==> config.mk <==
export PLATFORM = sky130hd
export DESIGN_NAME = narrow_emif_strap_clock_strobe
export DESIGN_NICKNAME = d
export VERILOG_FILES = /design/src/core/emif_strobe_pkg.sv /design/src/core/clk_ratio_divider.sv /design/src/core/strobe_select.sv /design/src/core/narrow_emif_strap_clock_strobe.sv
export VERILOG_INCLUDE_DIRS = /design/src /design/src/core
export SDC_FILE = /design/constraint.sdc
export NUM_CORES = 1
export LEC_CHECK = 0
export BUFFER_PORTS_ARGS = -buffer_cell sky130_fd_sc_hd__buf_4
export CORE_ASPECT_RATIO = 0.5
export CORE_MARGIN = 10
export CORE_UTILIZATION = 35
export CTS_CLUSTER_DIAMETER = 40
export DETAILED_ROUTE_END_ITERATION = 8
export PLACE_DENSITY = 0.62
export SETUP_SLACK_MARGIN = 0.1
export SLEW_MARGIN = 20
export SYNTH_ARGS = -nofsm -noshare
export SYNTH_HDL_FRONTEND = slang
export SYNTH_SLANG_ARGS = --single-unit
==> constraint.sdc <==
create_clock -name clk_in -period 2.08 [get_ports clk_in]
set_clock_uncertainty 0.05 [all_clocks]
set_input_delay 0.104 -clock clk_in [delete_from_list [all_inputs] [get_ports clk_in]]
set_output_delay 0.104 -clock clk_in [all_outputs]
set_load 0.01 [all_outputs]
==> src/core/emif_strobe_cfg.svh <==
// Offsets, field positions, codes and counts for the strap/clock/strobe
// block. Assumes a plain register port with an 8-bit byte address.
`ifndef EMIF_STROBE_CFG_SVH
`define EMIF_STROBE_CFG_SVH

// Register byte offsets
`define REG_CTRL       8'h00
`define REG_ACC_ADDR   8'h04
`define REG_ACC_CMD    8'h08
`define REG_STATUS     8'h0c

// Control fields
`define CTRL_RATIO_HI  1
`define CTRL_RATIO_LO  0
`define CTRL_READ_ENABLE_MODE_BIT     2
`define CMD_TYPE_HI    1
`define CMD_TYPE_LO    0
`define CMD_WRITE      2
`define CMD_TYPE_BAD   2'h3

// Divide ratio codes
`define RATIO_1        2'h0
`define RATIO_2        2'h1
`define RATIO_4        2'h2
`define RATIO_BAD      2'h3

// Clock-select strap codes
`define SEL_EXT        2'h0
`define SEL_DIV4       2'h1
`define SEL_DIV6       2'h2

// Strap pin positions on the address bus
`define STRAP_ENDIAN   20
`define STRAP_BOOT_HI  19
`define STRAP_BOOT_LO  18
`define STRAP_WIDE_HI  17
`define STRAP_WIDE_LO  16
`define STRAP_NAR_HI   15
`define STRAP_NAR_LO   14

// CPU clock divisors and high-phase lengths
`define CPU_DIV4       3'h4
`define CPU_DIV6       3'h6
`define CPU_HIGH4      3'h2
`define CPU_HIGH6      3'h3

// Chip-space region held in byte-address bits 31..28, space in 27..26
`define CS_REGION      4'h6
`define CS_REGION_HI   31
`define CS_REGION_LO   28
`define CS_SPACE_HI    27
`define CS_SPACE_LO    26
`define CS_FIFO        2'h3

`endif

==> src/core/emif_strobe_pkg.sv <==
// Types shared by the strap/clock/strobe block.
// Assumes the cfg header supplies all numeric codes.
package emif_strobe_pkg;
   // Memory protocol of one access
   typedef enum logic [1:0] {
      MEM_ASYNC,
      MEM_SDRAM,
      MEM_SYNC
   } mem_type_e;
   // Access sequencer states
   typedef enum logic [1:0] {
      ST_IDLE,
      ST_SETUP,
      ST_STROBE,
      ST_HOLD
   } access_state_e;
endpackage

==> src/core/clk_ratio_divider.sv <==
// Divides the interface clock level by 1, 2 or 4.
// Assumes rise_tick_in marks each rising edge of full_lvl_in.
`timescale 1ns/1ps
`include "emif_strobe_cfg.svh"
module clk_ratio_divider (
   // Clock and reset
   input  wire logic       clk_in,
   input  wire logic       reset_n_in,
   // Interface clock
   input  wire logic       full_lvl_in,
   input  wire logic       rise_tick_in,
   // Requested ratio code
   input  wire logic [1:0] ratio_in,
   // Divided level
   output logic            div_lvl_out
);
   logic [1:0] act_ff;   // Ratio in force
   logic       cnt_ff;   // Rising edges within one half period
   logic       lvl_ff;   // Divided level for ratios 2 and 4
   logic       last;     // Last count of a half period

   // Ratio 4 needs two rising edges per half period
   assign last = (act_ff == `RATIO_4);

   // New ratio only taken as the divided level rises; every old and new
   // ratio has a rising edge at that tick, so no runt pulse
   always_ff @(posedge clk_in) begin
      if (!reset_n_in) begin
         act_ff <= `RATIO_1;
         cnt_ff <= 1'b0;
         lvl_ff <= 1'b0;
      end else if (rise_tick_in) begin
         if (cnt_ff == last) begin
            cnt_ff <= 1'b0;
            lvl_ff <= ~lvl_ff;
            if (!lvl_ff) begin
               act_ff <= ratio_in;
            end
         end else begin
            cnt_ff <= 1'b1;
         end
      end
   end

   // Ratio 1 passes the interface clock straight through
   assign div_lvl_out = (act_ff == `RATIO_1) ? full_lvl_in : lvl_ff;
endmodule

==> src/core/strobe_select.sv <==
// Maps sequencer phase onto the shared active-low strobe pins.
// Assumes the caller registers all outputs.
`timescale 1ns/1ps
module strobe_select (
   // Access description
   input  wire emif_strobe_pkg::mem_type_e mem_type_in,
   input  wire logic                       write_in,
   input  wire logic                       read_enable_mode_bit_in,
   input  wire logic                       fifo_space_in,
   // Phase
   input  wire logic                       setup_in,
   input  wire logic                       strobe_in,
   // Pin levels, active low
   output logic                            read_n_out,
   output logic                            oe_n_out,
   output logic                            we_n_out,
   output logic                            fifo_oe_n_out
);
   // One pin, three meanings, chosen by the memory type
   always_comb begin
      read_n_out    = 1'b1;
      oe_n_out      = 1'b1;
      we_n_out      = 1'b1;
      fifo_oe_n_out = 1'b1;
      case (mem_type_in)
         emif_strobe_pkg::MEM_ASYNC: begin
            // Read enable plus output enable, or write enable
            read_n_out = !(strobe_in && !write_in);
            oe_n_out   = !(strobe_in && !write_in);
            we_n_out   = !(strobe_in && write_in);
         end
         emif_strobe_pkg::MEM_SDRAM: begin
            // Row strobe in setup, column strobe after it
            oe_n_out   = !setup_in;
            read_n_out = !strobe_in;
            we_n_out   = !(strobe_in && write_in);
         end
         emif_strobe_pkg::MEM_SYNC: begin
            if (read_enable_mode_bit_in) begin
               // Read enable only on reads
               read_n_out = !(strobe_in && !write_in);
            end else begin
               // Address strobe on every access
               read_n_out = !strobe_in;
            end
            oe_n_out      = !(strobe_in && !write_in);
            we_n_out      = !(strobe_in && write_in);
            fifo_oe_n_out = !(strobe_in && !write_in && fifo_space_in);
         end
         default: begin
            read_n_out = 1'b1;
         end
      endcase
   end
endmodule

==> src/core/narrow_emif_strap_clock_strobe.sv <==
// Strap capture, interface clock selection and shared strobe pins of
// the narrow memory interface. Assumes all pins are synchronous to
// clk_in, which stands for the CPU clock; software starts accesses
// through the register port.
//
// Implementation choices: the address map and the strobed register port.
`timescale 1ns/1ps
`include "emif_strobe_cfg.svh"

module narrow_emif_strap_clock_strobe #(
   parameter int ADDR_W = 20 // Address pins, numbered 1..ADDR_W
) (
   // Clock and reset
   input  wire logic              clk_in,
   input  wire logic              reset_n_in,
   // Register port
   input  wire logic [7:0]        reg_addr_in,
   input  wire logic [31:0]       reg_wdata_in,
   input  wire logic              reg_write_in,
   input  wire logic              reg_read_in,
   output logic      [31:0]       reg_rdata_out,
   // Clocks
   input  wire logic              narrow_ext_input_clock_in,
   output logic                   full_rate_output_clock_out,
   output logic                   divided_output_clock_out,
   // Address pins, three signals each
   input  wire logic [ADDR_W:1]   narrow_address_in,
   output logic      [ADDR_W:1]   narrow_address_out,
   output logic                   narrow_address_oe_n_out,
   // Shared strobes and selects, active low
   output logic                   shared_read_strobe_pin_n_out,
   output logic                   shared_output_enable_pin_n_out,
   output logic                   shared_write_pin_n_out,
   output logic                   fifo_output_enable_n_out,
   output logic      [3:0]        chip_space_select_n_out,
   input  wire logic              async_ready_input_in,
   // Captured modes
   output logic                   little_endian_out,
   output logic      [1:0]        boot_mode_out,
   output logic      [1:0]        wide_clock_source_select_out,
   output logic      [1:0]        narrow_clock_source_select_out
);
   // Strap positions assume exactly twenty address pins
   if (ADDR_W != 20) begin : g_bad_width
      $error("ADDR_W must be 20");
   end

   // Chip-space hit for one space, used by selects and FIFO enable
   function automatic logic space_hit(input logic [31:0] addr,
                                      input logic [1:0]  space);
      space_hit = (addr[`CS_REGION_HI:`CS_REGION_LO] == `CS_REGION) &&
                  (addr[`CS_SPACE_HI:`CS_SPACE_LO] == space);
   endfunction

   emif_strobe_pkg::mem_type_e     mem_type_ff;  // Type of current access
   emif_strobe_pkg::access_state_e state_ff;     // Sequencer state
   logic [2:0]  phase_ff;      // CPU clock divider phase
   logic [2:0]  phase_limit;   // Divider length for the strap
   logic        ext_ff;        // Sampled external clock
   logic        src_lvl;       // Selected interface clock level
   logic        rise_tick;     // One cycle per interface rising edge
   logic        div_lvl;       // Divided level from the divider
   logic [1:0]  ratio_ff;      // Requested divide ratio
   logic        read_enable_mode_bit_ff;      // Read-enable mode for sync accesses
   logic [31:0] acc_addr_ff;   // Byte address of the access
   logic        acc_write_ff;  // Access is a write
   logic        pending_ff;    // Command waiting for the sequencer
   logic        ready_ff;      // Sampled ready input
   logic        cmd_go;        // Accepted command write
   logic        busy;          // Access pending or in flight
   logic        rd_n;          // Strobe levels before registering
   logic        oe_n;
   logic        we_n;
   logic        fifo_oe_n;
   logic [31:0] status_word;   // Status register contents

   // Straps follow the pins for every reset cycle; last one is kept
   always_ff @(posedge clk_in) begin
      if (!reset_n_in) begin
         // Board must hold these steady for the whole reset
         little_endian_out <= narrow_address_in[`STRAP_ENDIAN];
         boot_mode_out <=
            narrow_address_in[`STRAP_BOOT_HI:`STRAP_BOOT_LO];
         wide_clock_source_select_out <=
            narrow_address_in[`STRAP_WIDE_HI:`STRAP_WIDE_LO];
         narrow_clock_source_select_out <=
            narrow_address_in[`STRAP_NAR_HI:`STRAP_NAR_LO];
      end
   end

   // Address pins are inputs in reset, driven from then on
   always_ff @(posedge clk_in) begin
      if (!reset_n_in) begin
         narrow_address_oe_n_out <= 1'b1;
         narrow_address_out      <= '0;
      end else begin
         narrow_address_oe_n_out <= 1'b0;
         // Half-word address: byte address bit 0 is dropped
         narrow_address_out      <= acc_addr_ff[ADDR_W:1];
      end
   end

   // Divider length set by the strap only; reserved code runs external
   always_comb begin
      case (narrow_clock_source_select_out)
         `SEL_DIV6: phase_limit = `CPU_DIV6;
         default:   phase_limit = `CPU_DIV4;
      endcase
   end

   // CPU clock divider phase
   always_ff @(posedge clk_in) begin
      if (!reset_n_in || phase_ff == phase_limit - 3'h1) begin
         phase_ff <= 3'h0;
      end else begin
         phase_ff <= phase_ff + 3'h1;
      end
   end

   // External clock sample; inputs are synchronous to clk_in
   always_ff @(posedge clk_in) begin
      if (!reset_n_in) begin
         ext_ff <= 1'b0;
      end else begin
         ext_ff <= narrow_ext_input_clock_in;
      end
   end

   // Source is fixed by the captured strap, never by software
   always_comb begin
      case (narrow_clock_source_select_out)
         `SEL_DIV4: src_lvl = (phase_ff < `CPU_HIGH4);
         `SEL_DIV6: src_lvl = (phase_ff < `CPU_HIGH6);
         default:   src_lvl = ext_ff;
      endcase
   end

   // Full-rate clock: the interface clock itself
   always_ff @(posedge clk_in) begin
      if (!reset_n_in) begin
         full_rate_output_clock_out <= 1'b0;
      end else begin
         full_rate_output_clock_out <= src_lvl;
      end
   end

   assign rise_tick = src_lvl && !full_rate_output_clock_out;

   clk_ratio_divider u_div (
      .clk_in       (clk_in),
      .reset_n_in   (reset_n_in),
      .full_lvl_in  (src_lvl),
      .rise_tick_in (rise_tick),
      .ratio_in     (ratio_ff),
      .div_lvl_out  (div_lvl)
   );

   // Divided clock, registered like every other pin
   always_ff @(posedge clk_in) begin
      if (!reset_n_in) begin
         divided_output_clock_out <= 1'b0;
      end else begin
         divided_output_clock_out <= div_lvl;
      end
   end

   // Software-written control and access address
   always_ff @(posedge clk_in) begin
      if (!reset_n_in) begin
         ratio_ff    <= `RATIO_1;
         read_enable_mode_bit_ff    <= 1'b0;
         acc_addr_ff <= '0;
      end else if (reg_write_in) begin
         case (reg_addr_in)
            `REG_CTRL: begin
               // Reserved ratio code leaves the ratio alone
               if (reg_wdata_in[`CTRL_RATIO_HI:`CTRL_RATIO_LO] !=
                   `RATIO_BAD) begin
                  ratio_ff <= reg_wdata_in[`CTRL_RATIO_HI:`CTRL_RATIO_LO];
               end
               read_enable_mode_bit_ff <= reg_wdata_in[`CTRL_READ_ENABLE_MODE_BIT];
            end
            `REG_ACC_ADDR: begin
               // Write ignored while an access is pending or in flight
               if (!busy) begin
                  acc_addr_ff <= reg_wdata_in;
               end
            end
            default: begin
               acc_addr_ff <= acc_addr_ff;
            end
         endcase
      end
   end

   // Command accepted only when idle with a legal memory type
   assign busy   = pending_ff || (state_ff != emif_strobe_pkg::ST_IDLE);
   assign cmd_go = reg_write_in && (reg_addr_in == `REG_ACC_CMD) && !busy &&
      (reg_wdata_in[`CMD_TYPE_HI:`CMD_TYPE_LO] != `CMD_TYPE_BAD);

   // Command latch; cleared when the sequencer picks it up
   always_ff @(posedge clk_in) begin
      if (!reset_n_in) begin
         pending_ff   <= 1'b0;
         mem_type_ff  <= emif_strobe_pkg::MEM_ASYNC;
         acc_write_ff <= 1'b0;
      end else if (cmd_go) begin
         pending_ff   <= 1'b1;
         mem_type_ff  <= emif_strobe_pkg::mem_type_e'(
            reg_wdata_in[`CMD_TYPE_HI:`CMD_TYPE_LO]);
         acc_write_ff <= reg_wdata_in[`CMD_WRITE];
      end else if (rise_tick && state_ff == emif_strobe_pkg::ST_IDLE) begin
         pending_ff   <= 1'b0;
      end
   end

   // Ready is sampled every cycle, used by the sequencer only in async strobes and shown in status
   always_ff @(posedge clk_in) begin
      if (!reset_n_in) begin
         ready_ff <= 1'b1;
      end else begin
         ready_ff <= async_ready_input_in;
      end
   end

   // Access sequencer, one step per interface rising edge
   always_ff @(posedge clk_in) begin
      if (!reset_n_in) begin
         state_ff <= emif_strobe_pkg::ST_IDLE;
      end else if (rise_tick) begin
         case (state_ff)
            emif_strobe_pkg::ST_IDLE: begin
               if (pending_ff) begin
                  state_ff <= emif_strobe_pkg::ST_SETUP;
               end
            end
            emif_strobe_pkg::ST_SETUP: begin
               state_ff <= emif_strobe_pkg::ST_STROBE;
            end
            emif_strobe_pkg::ST_STROBE: begin
               // Slow async device stretches the strobe
               if (mem_type_ff != emif_strobe_pkg::MEM_ASYNC || ready_ff) begin
                  state_ff <= emif_strobe_pkg::ST_HOLD;
               end
            end
            default: begin
               state_ff <= emif_strobe_pkg::ST_IDLE;
            end
         endcase
      end
   end

   strobe_select u_strobe (
      .mem_type_in   (mem_type_ff),
      .write_in      (acc_write_ff),
      .read_enable_mode_bit_in      (read_enable_mode_bit_ff),
      .fifo_space_in (space_hit(acc_addr_ff, `CS_FIFO)),
      .setup_in      (state_ff == emif_strobe_pkg::ST_SETUP),
      .strobe_in     (state_ff == emif_strobe_pkg::ST_STROBE),
      .read_n_out    (rd_n),
      .oe_n_out      (oe_n),
      .we_n_out      (we_n),
      .fifo_oe_n_out (fifo_oe_n)
   );

   // Strobe pins registered; all high in reset
   always_ff @(posedge clk_in) begin
      if (!reset_n_in) begin
         shared_read_strobe_pin_n_out   <= 1'b1;
         shared_output_enable_pin_n_out <= 1'b1;
         shared_write_pin_n_out         <= 1'b1;
         fifo_output_enable_n_out       <= 1'b1;
      end else begin
         shared_read_strobe_pin_n_out   <= rd_n;
         shared_output_enable_pin_n_out <= oe_n;
         shared_write_pin_n_out         <= we_n;
         fifo_output_enable_n_out       <= fifo_oe_n;
      end
   end

   // One select per space; the decode makes them mutually exclusive
   for (genvar i = 0; i < 4; i++) begin : g_cs
      always_ff @(posedge clk_in) begin
         if (!reset_n_in) begin
            chip_space_select_n_out[i] <= 1'b1;
         end else begin
            chip_space_select_n_out[i] <=
               !((state_ff != emif_strobe_pkg::ST_IDLE) &&
                 space_hit(acc_addr_ff, 2'(i)));
         end
      end
   end

   // Status view of captured straps and sequencer
   assign status_word = {23'h0, ready_ff, narrow_clock_source_select_out,
                         wide_clock_source_select_out, boot_mode_out,
                         little_endian_out, busy};

   // Read data stand for exactly the cycle after the strobe
   always_ff @(posedge clk_in) begin
      if (!reset_n_in || !reg_read_in) begin
         reg_rdata_out <= 32'h0;
      end else begin
         case (reg_addr_in)
            `REG_CTRL:     reg_rdata_out <= {29'h0, read_enable_mode_bit_ff, ratio_ff};
            `REG_ACC_ADDR: reg_rdata_out <= acc_addr_ff;
            `REG_STATUS:   reg_rdata_out <= status_word;
            default:       reg_rdata_out <= 32'h0;
         endcase
      end
   end
endmodule

# == Word level (Yosys, flattened, before mapping) ==
# Index checks and enable logic that the tools add are counted.
# op_classes
add_sub_neg,2
n_lt_le_gt_ge,2
n_eq_ne,19
mux,14
n_bitwise,2
reduce_logical,52
# ops
op,count
32-bit case mux with 3 select lines,1
8-bit by 4-bit == test with 1-bit output (second input constant),2
1-bit logical AND,16
1-bit logical NOT,14
2-bit == test (second input constant),6
3-bit AND reduction,4
2-bit by 1-bit == test with 1-bit output (second input constant),4
8-bit by 3-bit == test with 1-bit output (second input constant),1
2-bit logical NOT,4
8-bit logical NOT,1
2-bit AND reduction,4
3-bit by 2-bit < comparator with 1-bit output (second input constant),2
1-bit 2-to-1 mux,6
2-bit 2-to-1 mux,3
2-bit != test (second input constant),3
2-bit case mux with 3 select lines,1
2-bit nonzero test,3
4-bit by 3-bit == test with 1-bit output (second input constant),1
1-bit logical OR,4
1-bit case mux with 2 select lines,2
3-bit by 1-bit adder with 3-bit output (second input constant),1
3-bit == test,1
1-bit case mux with 3 select lines,1
3-bit OR reduction,1
4 further kinds,5
# totals
regBits,120
inputBits,66
output_inout_bits,70
word_cells,121

# == Depth between registers and ports, before layout ==
# Gate-level depths: netlist of the first run.
# logic_depth
depth_word,6
ltp_mapped,8
ltp_nobuf,6

# == Modules after synthesis ==
# A second synthesis of the first run with hierarchy kept.
# hier_totals
hier_cells,424
area_unflattened_um2,4281.6
# by_module_without_submodules
mod,instances,cells_each,area_per_inst_um2,seq_area_each_um2
narrow_emif_strap_clock_strobe,1,386,3973.8,2392.3
clk_ratio_divider,1,28,242.7,80.1
strobe_select,1,10,65.1,0.0

# == Least setup slack after synthesis of the first run ==
# OpenSTA, ideal clock, no wires.
# synth_timing
path_type,reg2reg
start,register narrow_clock_source_select_out[1]
end,register u_div.cnt_ff
setup_ns,0.075
arrival_ns,1.662
required_time_ns,1.955
setup_slack_ns,0.293
path_stages_with_launch,6
path_buffers,0
synth_period_minus_slack_ns,1.787
path_cell_list,edfxtp_1 -> ha_1 -> nand2b_1 -> o32ai_2 -> or4_1 -> a21oi_1
# synth_between
elab_chain_len,3
elab_cells_between_ends,4
cone_classes,eq/ne: 2; mux: 1; reduce/logical: 1
# synth_lines
item,line_no,text
start: declaration,narrow_emif_strap_clock_strobe.sv:41,output logic [1:0] narrow_clock_source_select_out
start signal: assignment,narrow_emif_strap_clock_strobe.sv:86,narrow_clock_source_select_out <=
2-bit == test or 2-bit by 1-bit == test with 1-bit output (tied branches),narrow_emif_strap_clock_strobe.sv:131,case (narrow_clock_source_select_out)
1-bit case mux with 2 select lines (*),narrow_emif_strap_clock_strobe.sv:131,
1-bit logical AND (*),narrow_emif_strap_clock_strobe.sv:147,assign rise_tick = src_lvl && !full_rate_output_clock_out;
end signal: assignment,clk_ratio_divider.sv:30,cnt_ff <= 1'b0;
end signal: assignment,clk_ratio_divider.sv:34,cnt_ff <= 1'b0;
end signal: assignment,clk_ratio_divider.sv:40,cnt_ff <= 1'b1;
end: declaration,clk_ratio_divider.sv:18,logic cnt_ff;
# Every way passes the cells marked *; elsewhere a longest branch is shown, timed or not.
# A chain may end at the register's enable or synchronous reset.

# == Worst setup path after layout of the first run ==
# Ends and elaborated chain as after synthesis.

==> summary.txt, run 1 <==
Setup path
  • Critical Path RT: 2.35 ns
  • RR Endpoint: u_div.cnt_ff
  • Crit Path Class: reg2reg
  • Critical Path Start Type: flop
  • Crit path to: u_div.cnt_ff
  • Crit. End Element: flop
  • Reg2reg start: narrow_clock_source_select_out[1]
  • CP Launch Point: narrow_clock_source_select_out[1]
  • CP arrival: 2.16 ns
  • Reg2reg path depth: 5
  • CP max FO: 8
  • Reg2reg setup slack: 0.18 ns

Timing
  • Achievable clock frequency: 527 MHz
  • Setup Viol. Count Final: 0
  • Tcrit/Tclk final: approximately 91%
  • Slew of the pin with the lowest slew margin: between 0.7 and 0.8 ns
  • Setup TNS: 0 ns
  • Tmin final: 1.90 ns
  • Max-slew violations: 0
  • Hold_ws: 0.0268 ns
  • PnR worst setup slack: ~0.18 ns
  • RSZ-0062 raised after global routing: false
  • Final hold vios: 0
  • Max-slew headroom: between 40% and 50%

Global route
  • GRT Resource Usage Total: 12.3%
  • Initial antenna violation count: 0
  • Vias in the first global route: 3296
  • First-pass GRT wire length: 16900 um
  • Total global routing overflow: 0
  • Largest net degree at the start of global routing: between 40 and 50

Min path
  • HP Class: in2reg
  • Hold Crit Depth: 3

Cells and area
  • Synth-to-Final Area Change: 51.7%
  • Fin cells: about 770
  • Design area: 0.00632 mm^2
  • Ant diodes: 0
  • Share of layout cells above drive strength 1: 28.8%
  • Final core utilization: 53.9%
  • Fillers: between 1000 and 1500
  • Final #Nets: between 600 and 700

Floorplan
  • Starting Density: approximately 36%
  • Die Ht: 97.2 um
  • I/O pin count: 136
  • # rows: 28
  • Core ar.: 0.0117 mm^2
  • Die Span X: 174 um
  • Die area: roughly 0.017 mm^2

CTS
  • Max clock buf depth: 2
  • Worst-path clk slew: 0.05 ns
  • Clk_lat worst skew: approximately 0.40 ns
  • CTS Buf Count: 17
  • CTS tree: built
  • Clk sinks: 120
  • Root Buffer: clkbuf_16
  • H-tree Lvls: 4

Synthesis
  • Number of synthesized flops with an enable pin: 7
  • Mapped Nets: between 400 and 500
  • Synthesized cell area: 0.00417 mm^2
  • Synthesis-stage register bit count: 120
  • Ys Warns: 0
  • Largest cells by area after synthesis: dfxtp_1 54%, edfxtp_1 5.0%, nand3_1 4.7%, nand2_1 4.4%, and2_1 3.9%
  • Synth unique cells: 48
  • Yosys top cell area share: 54.3%
  • Largest area contributor in the netlist: dfxtp_1
  • Syn Inst Count: 423
  • Sequential cell area fraction in the yosys report: 59.3%
  • Dominant synthesized flop cell: dfxtp_1
  • Ys async rst share: 0%
  • Avg Inst Size Synth: 9.86 um^2

Routing
  • Via Count: 3343
  • Antenna-violating nets left: 0
  • DRT iter0 DRCs: 178
  • DRC violations left: 0
  • Avg WL per Cell: 13.6 um
  • Via density: 4.35
  • Routed Wire Length: 10500 um
  • Drt first pass iters: 5

Pwr
  • Pwr/cell area: 900 mW/mm^2
  • Tot Pwr: 5.69 mW
  • Static leakage: 2.84 nW
  • Worst VDD drop: 0.000529 V

Outcome
  • Status: complete, no violations

Placed design
  • Post-place instance area: around 0.0053 mm^2
  • Pre-CTS setup slack: 0.182 ns
  • Post-DP HPWL: 7270 um
  • Placed insts: approximately 690
  • RD Place Congestion: 0.813
  • I/O Buffers: 122

Run
  • Max_cap viols: 0
cell type report:
type	instances	area [um^2]	area share (%)
multi-input combinational	251	1510	23.9
inverter	29	109	1.72
clock buffer	19	453	7.16
timing repair buffer	172	1420	22.5
clock inverter	13	150	2.37
sequential	120	2470	39.1
tap	165	206	3.26
how the worst min path moves through the flow:
stage	from	end	slack, ns
floorplan	narrow_address_in[18]	boot_mode_out[0]	0.15
global route	reg_addr_in[2]	reg_rdata_out[2]	0.05
CTS	reg_addr_in[2]	reg_rdata_out[1]	0.01
detailed placement	narrow_address_in[18]	boot_mode_out[0]	0.23
global placement	narrow_address_in[19]	boot_mode_out[1]	0.23
finish	reg_addr_in[2]	reg_rdata_out[1]	0.03
power by group:
group	switching, mW	internal (mW)	leakage (nW)
Combinational	0.159	0.204	1.56
Clock	1.02	1.94	0.299
Sequential	0.0232	2.35	0.981
per-layer routing:
metal	GRT usage, %	wire length (um)
met2	21.3	5250
met5	0	0
met4	4.70	157
met1	13.9	4550
met3	3.69	521
cells in the mapped netlist, types with 2 or more instances:
library cell and count:
or4_1 2, clkbuf_1 11, nor3_1 2, o21ai_1 32
edfxtp_1 7, xnor2_1 2, buf_2 7, o221a_2 2
a31oi_1 3, buf_4 4, nor2_1 23, mux2i_1 14
or3_1 2, nand2_1 49, inv_1 29, nand2b_1 6
ha_1 7, nand4b_1 2, nor4bb_1 2, nand3_1 39
and2_1 26, dfxtp_1 113, o21ai_0 7, a21oi_1 8
critical path, cell delays in order (launching register included):
cell      delay, ns
edfxtp_1       0.40
ha_2           0.40
nand2b_1       0.16
o32ai_4        0.14
or4_1          0.52
a21oi_1        0.15
sequential cells by signal (all words and copies together), names as in the netlist, 3 cells and up:
name and flops:
acc_addr_ff 32, narrow_address_out 20, reg_rdata_out 32, phase_ff 3
chip_space_select_n_out 4
layout by cell type, fill, tap and decap left out, types with 7 or more instances in the layout:
master / instances
buf_4: 128
inv_1: 29
dfxtp_1: 113
edfxtp_1: 7
and2_1: 26
nor2_1: 23
o21ai_1: 32
dlygate4sd3_1: 42
clkbuf_16: 17
o21ai_0: 7
nand2_1: 49
a21oi_1: 8
mux2i_1: 14
nand3_1: 39
cells by family (layout without fill, tap and decap cells):
family          after synthesis  count (layout)  synth area share (%)
simple gates                165             165                  20.6
buf+inv                      52             233                  5.25
mux                          14              14                  3.36
fa+ha+maj                     7               7                  2.10
xor+xnor                      2               2                 0.420
compound gates               63              63                  8.97
flops                       120             120                  59.3
repair_timing:
item / in CTS / in global routing
setup buffers: 0 / 2
resized for setup: 0 / 6
endpoints found under the hold margin: 48 / 0
hold buffers: 42 / 0
endpoints found under the setup margin: 0 / 37
Power figures use the tool's default switching activity.
==> inputs of run 2 (changes only) <==
--- a/config.mk
+++ b/config.mk
@@ -10,9 +10,11 @@
 export CORE_ASPECT_RATIO = 0.5
 export CORE_MARGIN = 10
 export CORE_UTILIZATION = 35
+export CTS_BUF_LIST = sky130_fd_sc_hd__clkbuf_4 sky130_fd_sc_hd__clkbuf_8 sky130_fd_sc_hd__clkbuf_16
 export CTS_CLUSTER_DIAMETER = 40
 export DETAILED_ROUTE_END_ITERATION = 8
 export PLACE_DENSITY = 0.62
+export RECOVER_POWER = 50
 export SETUP_SLACK_MARGIN = 0.1
 export SLEW_MARGIN = 20
 export SYNTH_ARGS = -nofsm -noshare
==> summary.txt, run 2 (same netlist as run 1, synthesis figures left out) <==
Setup path
  • Worst Path Buf+Inv: 0
  • CP max-delay cell: or4_1
  • Worst path max stage delay: 0.52 ns
  • Critical Path Start Type: flop
  • Critical Path RT: 2.34 ns
  • CP arrival: 2.17 ns
  • Crit Path Class: reg2reg
  • CP delay by family, top: simple AND/OR/NAND/NOR gates
  • Crit-path cells: ha_1 -> nand2b_1 -> o32ai_4 -> or4_1 -> a21oi_1
  • Crit. End Element: flop
  • Worst path depth: 5
  • CP max FO: 8
  • Reg2reg setup slack: 0.18 ns
  • Reg2reg path depth: 5

Routing
  • Routed Wire Length: 10600 um
  • Antenna-violating nets left: 0
  • Avg WL per Cell: 13.8 um
  • DRT iter0 DRCs: ~180
  • DRC violations left: 0
  • Via Count: between 3000 and 4000
  • Drt first pass iters: 4
  • Via density: approximately 4.4

Floorplan
  • # rows: 28
  • I/O pin count: 136
  • Starting Density: a little over a third
  • Die area: 0.0169 mm^2
  • Core ar.: 0.0117 mm^2
  • Die Span X: 174 um
  • Die Ht: 97.2 um

Global route
  • Met3 Track Usage GR: 3.69%
  • Initial antenna violation count: 0
  • GRT Resource Usage Total: 12.3%
  • Met2 global-route usage: 21.3%
  • GR Util met1: 13.9%
  • GRT busiest layer: met2
  • Total global routing overflow: 0
  • Vias in the first global route: between 3000 and 4000
  • First-pass GRT wire length: between 15000 and 20000 um
  • Largest net degree at the start of global routing: 44

Min path
  • Hold Crit Depth: 3
  • HP Class: in2reg

Cells and area
  • Share of layout cells above drive strength 1: approximately 17%
  • Commonest non-fill, non-tap cell in the layout: dfxtp_1
  • Commonest non-fill, non-tap cells in the layout: 113 x dfxtp_1, 70 x clkbuf_1, 49 x nand2_1, 49 x buf_4, 42 x dlygate4sd3_1
  • Synth-to-Final Area Change: 44.9%
  • Largest regs: acc_addr_ff: 32 flops, reg_rdata_out: 32 flops, narrow_address_out: 20 flops
  • Design area: a little over 0.006 mm^2
  • Fin cells: 769
  • Ant diodes: 0
  • Final #Nets: around 660

Pwr
  • Clock share of power: 52.0%
  • Switching Share: 21.1%
  • Worst VDD drop: 0.000528 V
  • Combinational share of power: 6.1%
  • NetSw: 1.19 mW
  • Internal Dissipation: 4.48 mW
  • Pwr/cell area: 939 mW/mm^2
  • Static leakage: 2.56 nW
  • Register share of total power: 41.9%
  • Tot Pwr: 5.67 mW

Timing
  • Tmin final: 1.90 ns
  • Achievable clock frequency: 526 MHz
  • Max-slew violations: 0
  • Tcrit/Tclk final: 91.5%
  • Slew of the pin with the lowest slew margin: 1.07 ns
  • Final hold vios: 0
  • RSZ-0062 raised after global routing: false
  • Setup Viol. Count Final: 0
  • Max-slew headroom: 28.0%
  • Setup TNS: 0 ns

CTS
  • Worst-path clk slew: 0.05 ns
  • Clk sinks: 120
  • Clk_lat worst skew: approximately 0.39 ns
  • Root Buffer: clkbuf_16
  • CTS tree: built
  • Max clock buf depth: 2
  • CTS Buf Count: 17
  • H-tree Lvls: 4

Placed design
  • Post-DP HPWL: roughly 7300 um
  • RD Place Congestion: 0.813
  • Post-place instance area: 0.00525 mm^2
  • I/O Buffers: 122
  • Placed insts: 693

Run
  • Max_cap viols: 0

Outcome
  • Status: complete, no violations
==> run 2: final timing paths <==
kind	startpoint	endpoint
max	narrow_clock_source_select_out[1]	u_div.cnt_ff
min	reg_addr_in[2]	reg_rdata_out[1]
max reg2reg	narrow_clock_source_select_out[1]	u_div.cnt_ff
min reg2reg	acc_write_ff	shared_write_pin_n_out
==> run 2: per-layer routing <==
layer  wire length [um]  part of all wire [%]  vias up
met4                106                   1.0        0
li1                   -                     -     1760
met3                434                   4.1        8
met1               4760                    45     1524
met5                  0                     0        -
met2               5290                    50       60
==> run 2: timing repair <==
action | CTS | global route
setup endpoints to repair | 0 | 37
resized for setup | 0 | 6
endpoints found under the hold margin | 48 | 0
buffers inserted | 0 | 2
hold buffers | 42 | 0
==> run 2: power by group through the flow <==
stage | registers, mW | clock network, mW | logic, mW
6_report | 2.38 | 2.95 | 0.345
5_1_grt | 2.38 | 3.13 | 0.377
4_1_cts | 2.38 | 3.02 | 0.341
3_3_place_gp | 2.42 | 0 | 0.272
2_1_floorplan | 2.43 | 0 | 0.130
3_5_place_dp | 2.42 | 0 | 0.274
==> run 2: cell type report <==
class	count	area, um^2
clock buffers	19	453
clock inverters	13	150
fillers	1125	5690
inverters	29	109
multi-input cells	251	1500
flip-flops and latches	120	2470
well taps	165	206
repair buffers	172	1160
==> run 2: worst min-delay path, stage by stage <==
cell and delay [ns]:
buf_4 0.16, a31oi_1 0.09, nor2_1 0.07
==> run 2: stage by stage <==
| step | worst slack, ns | util (%) | hold WS, ns |
|---|---|---|---|
| final | 0.178 | 51.5 | 0.0284 |
| after global routing | 0.0732 | 51.5 | 0.0475 |
| after CTS | 0.160 | 53.5 | 0.0133 |
| after detailed placement | 0.182 | 44.8 | 0.233 |
| after global placement | 0.234 | 44.8 | 0.233 |
| after floorplan | 0.293 | - | 0.153 |
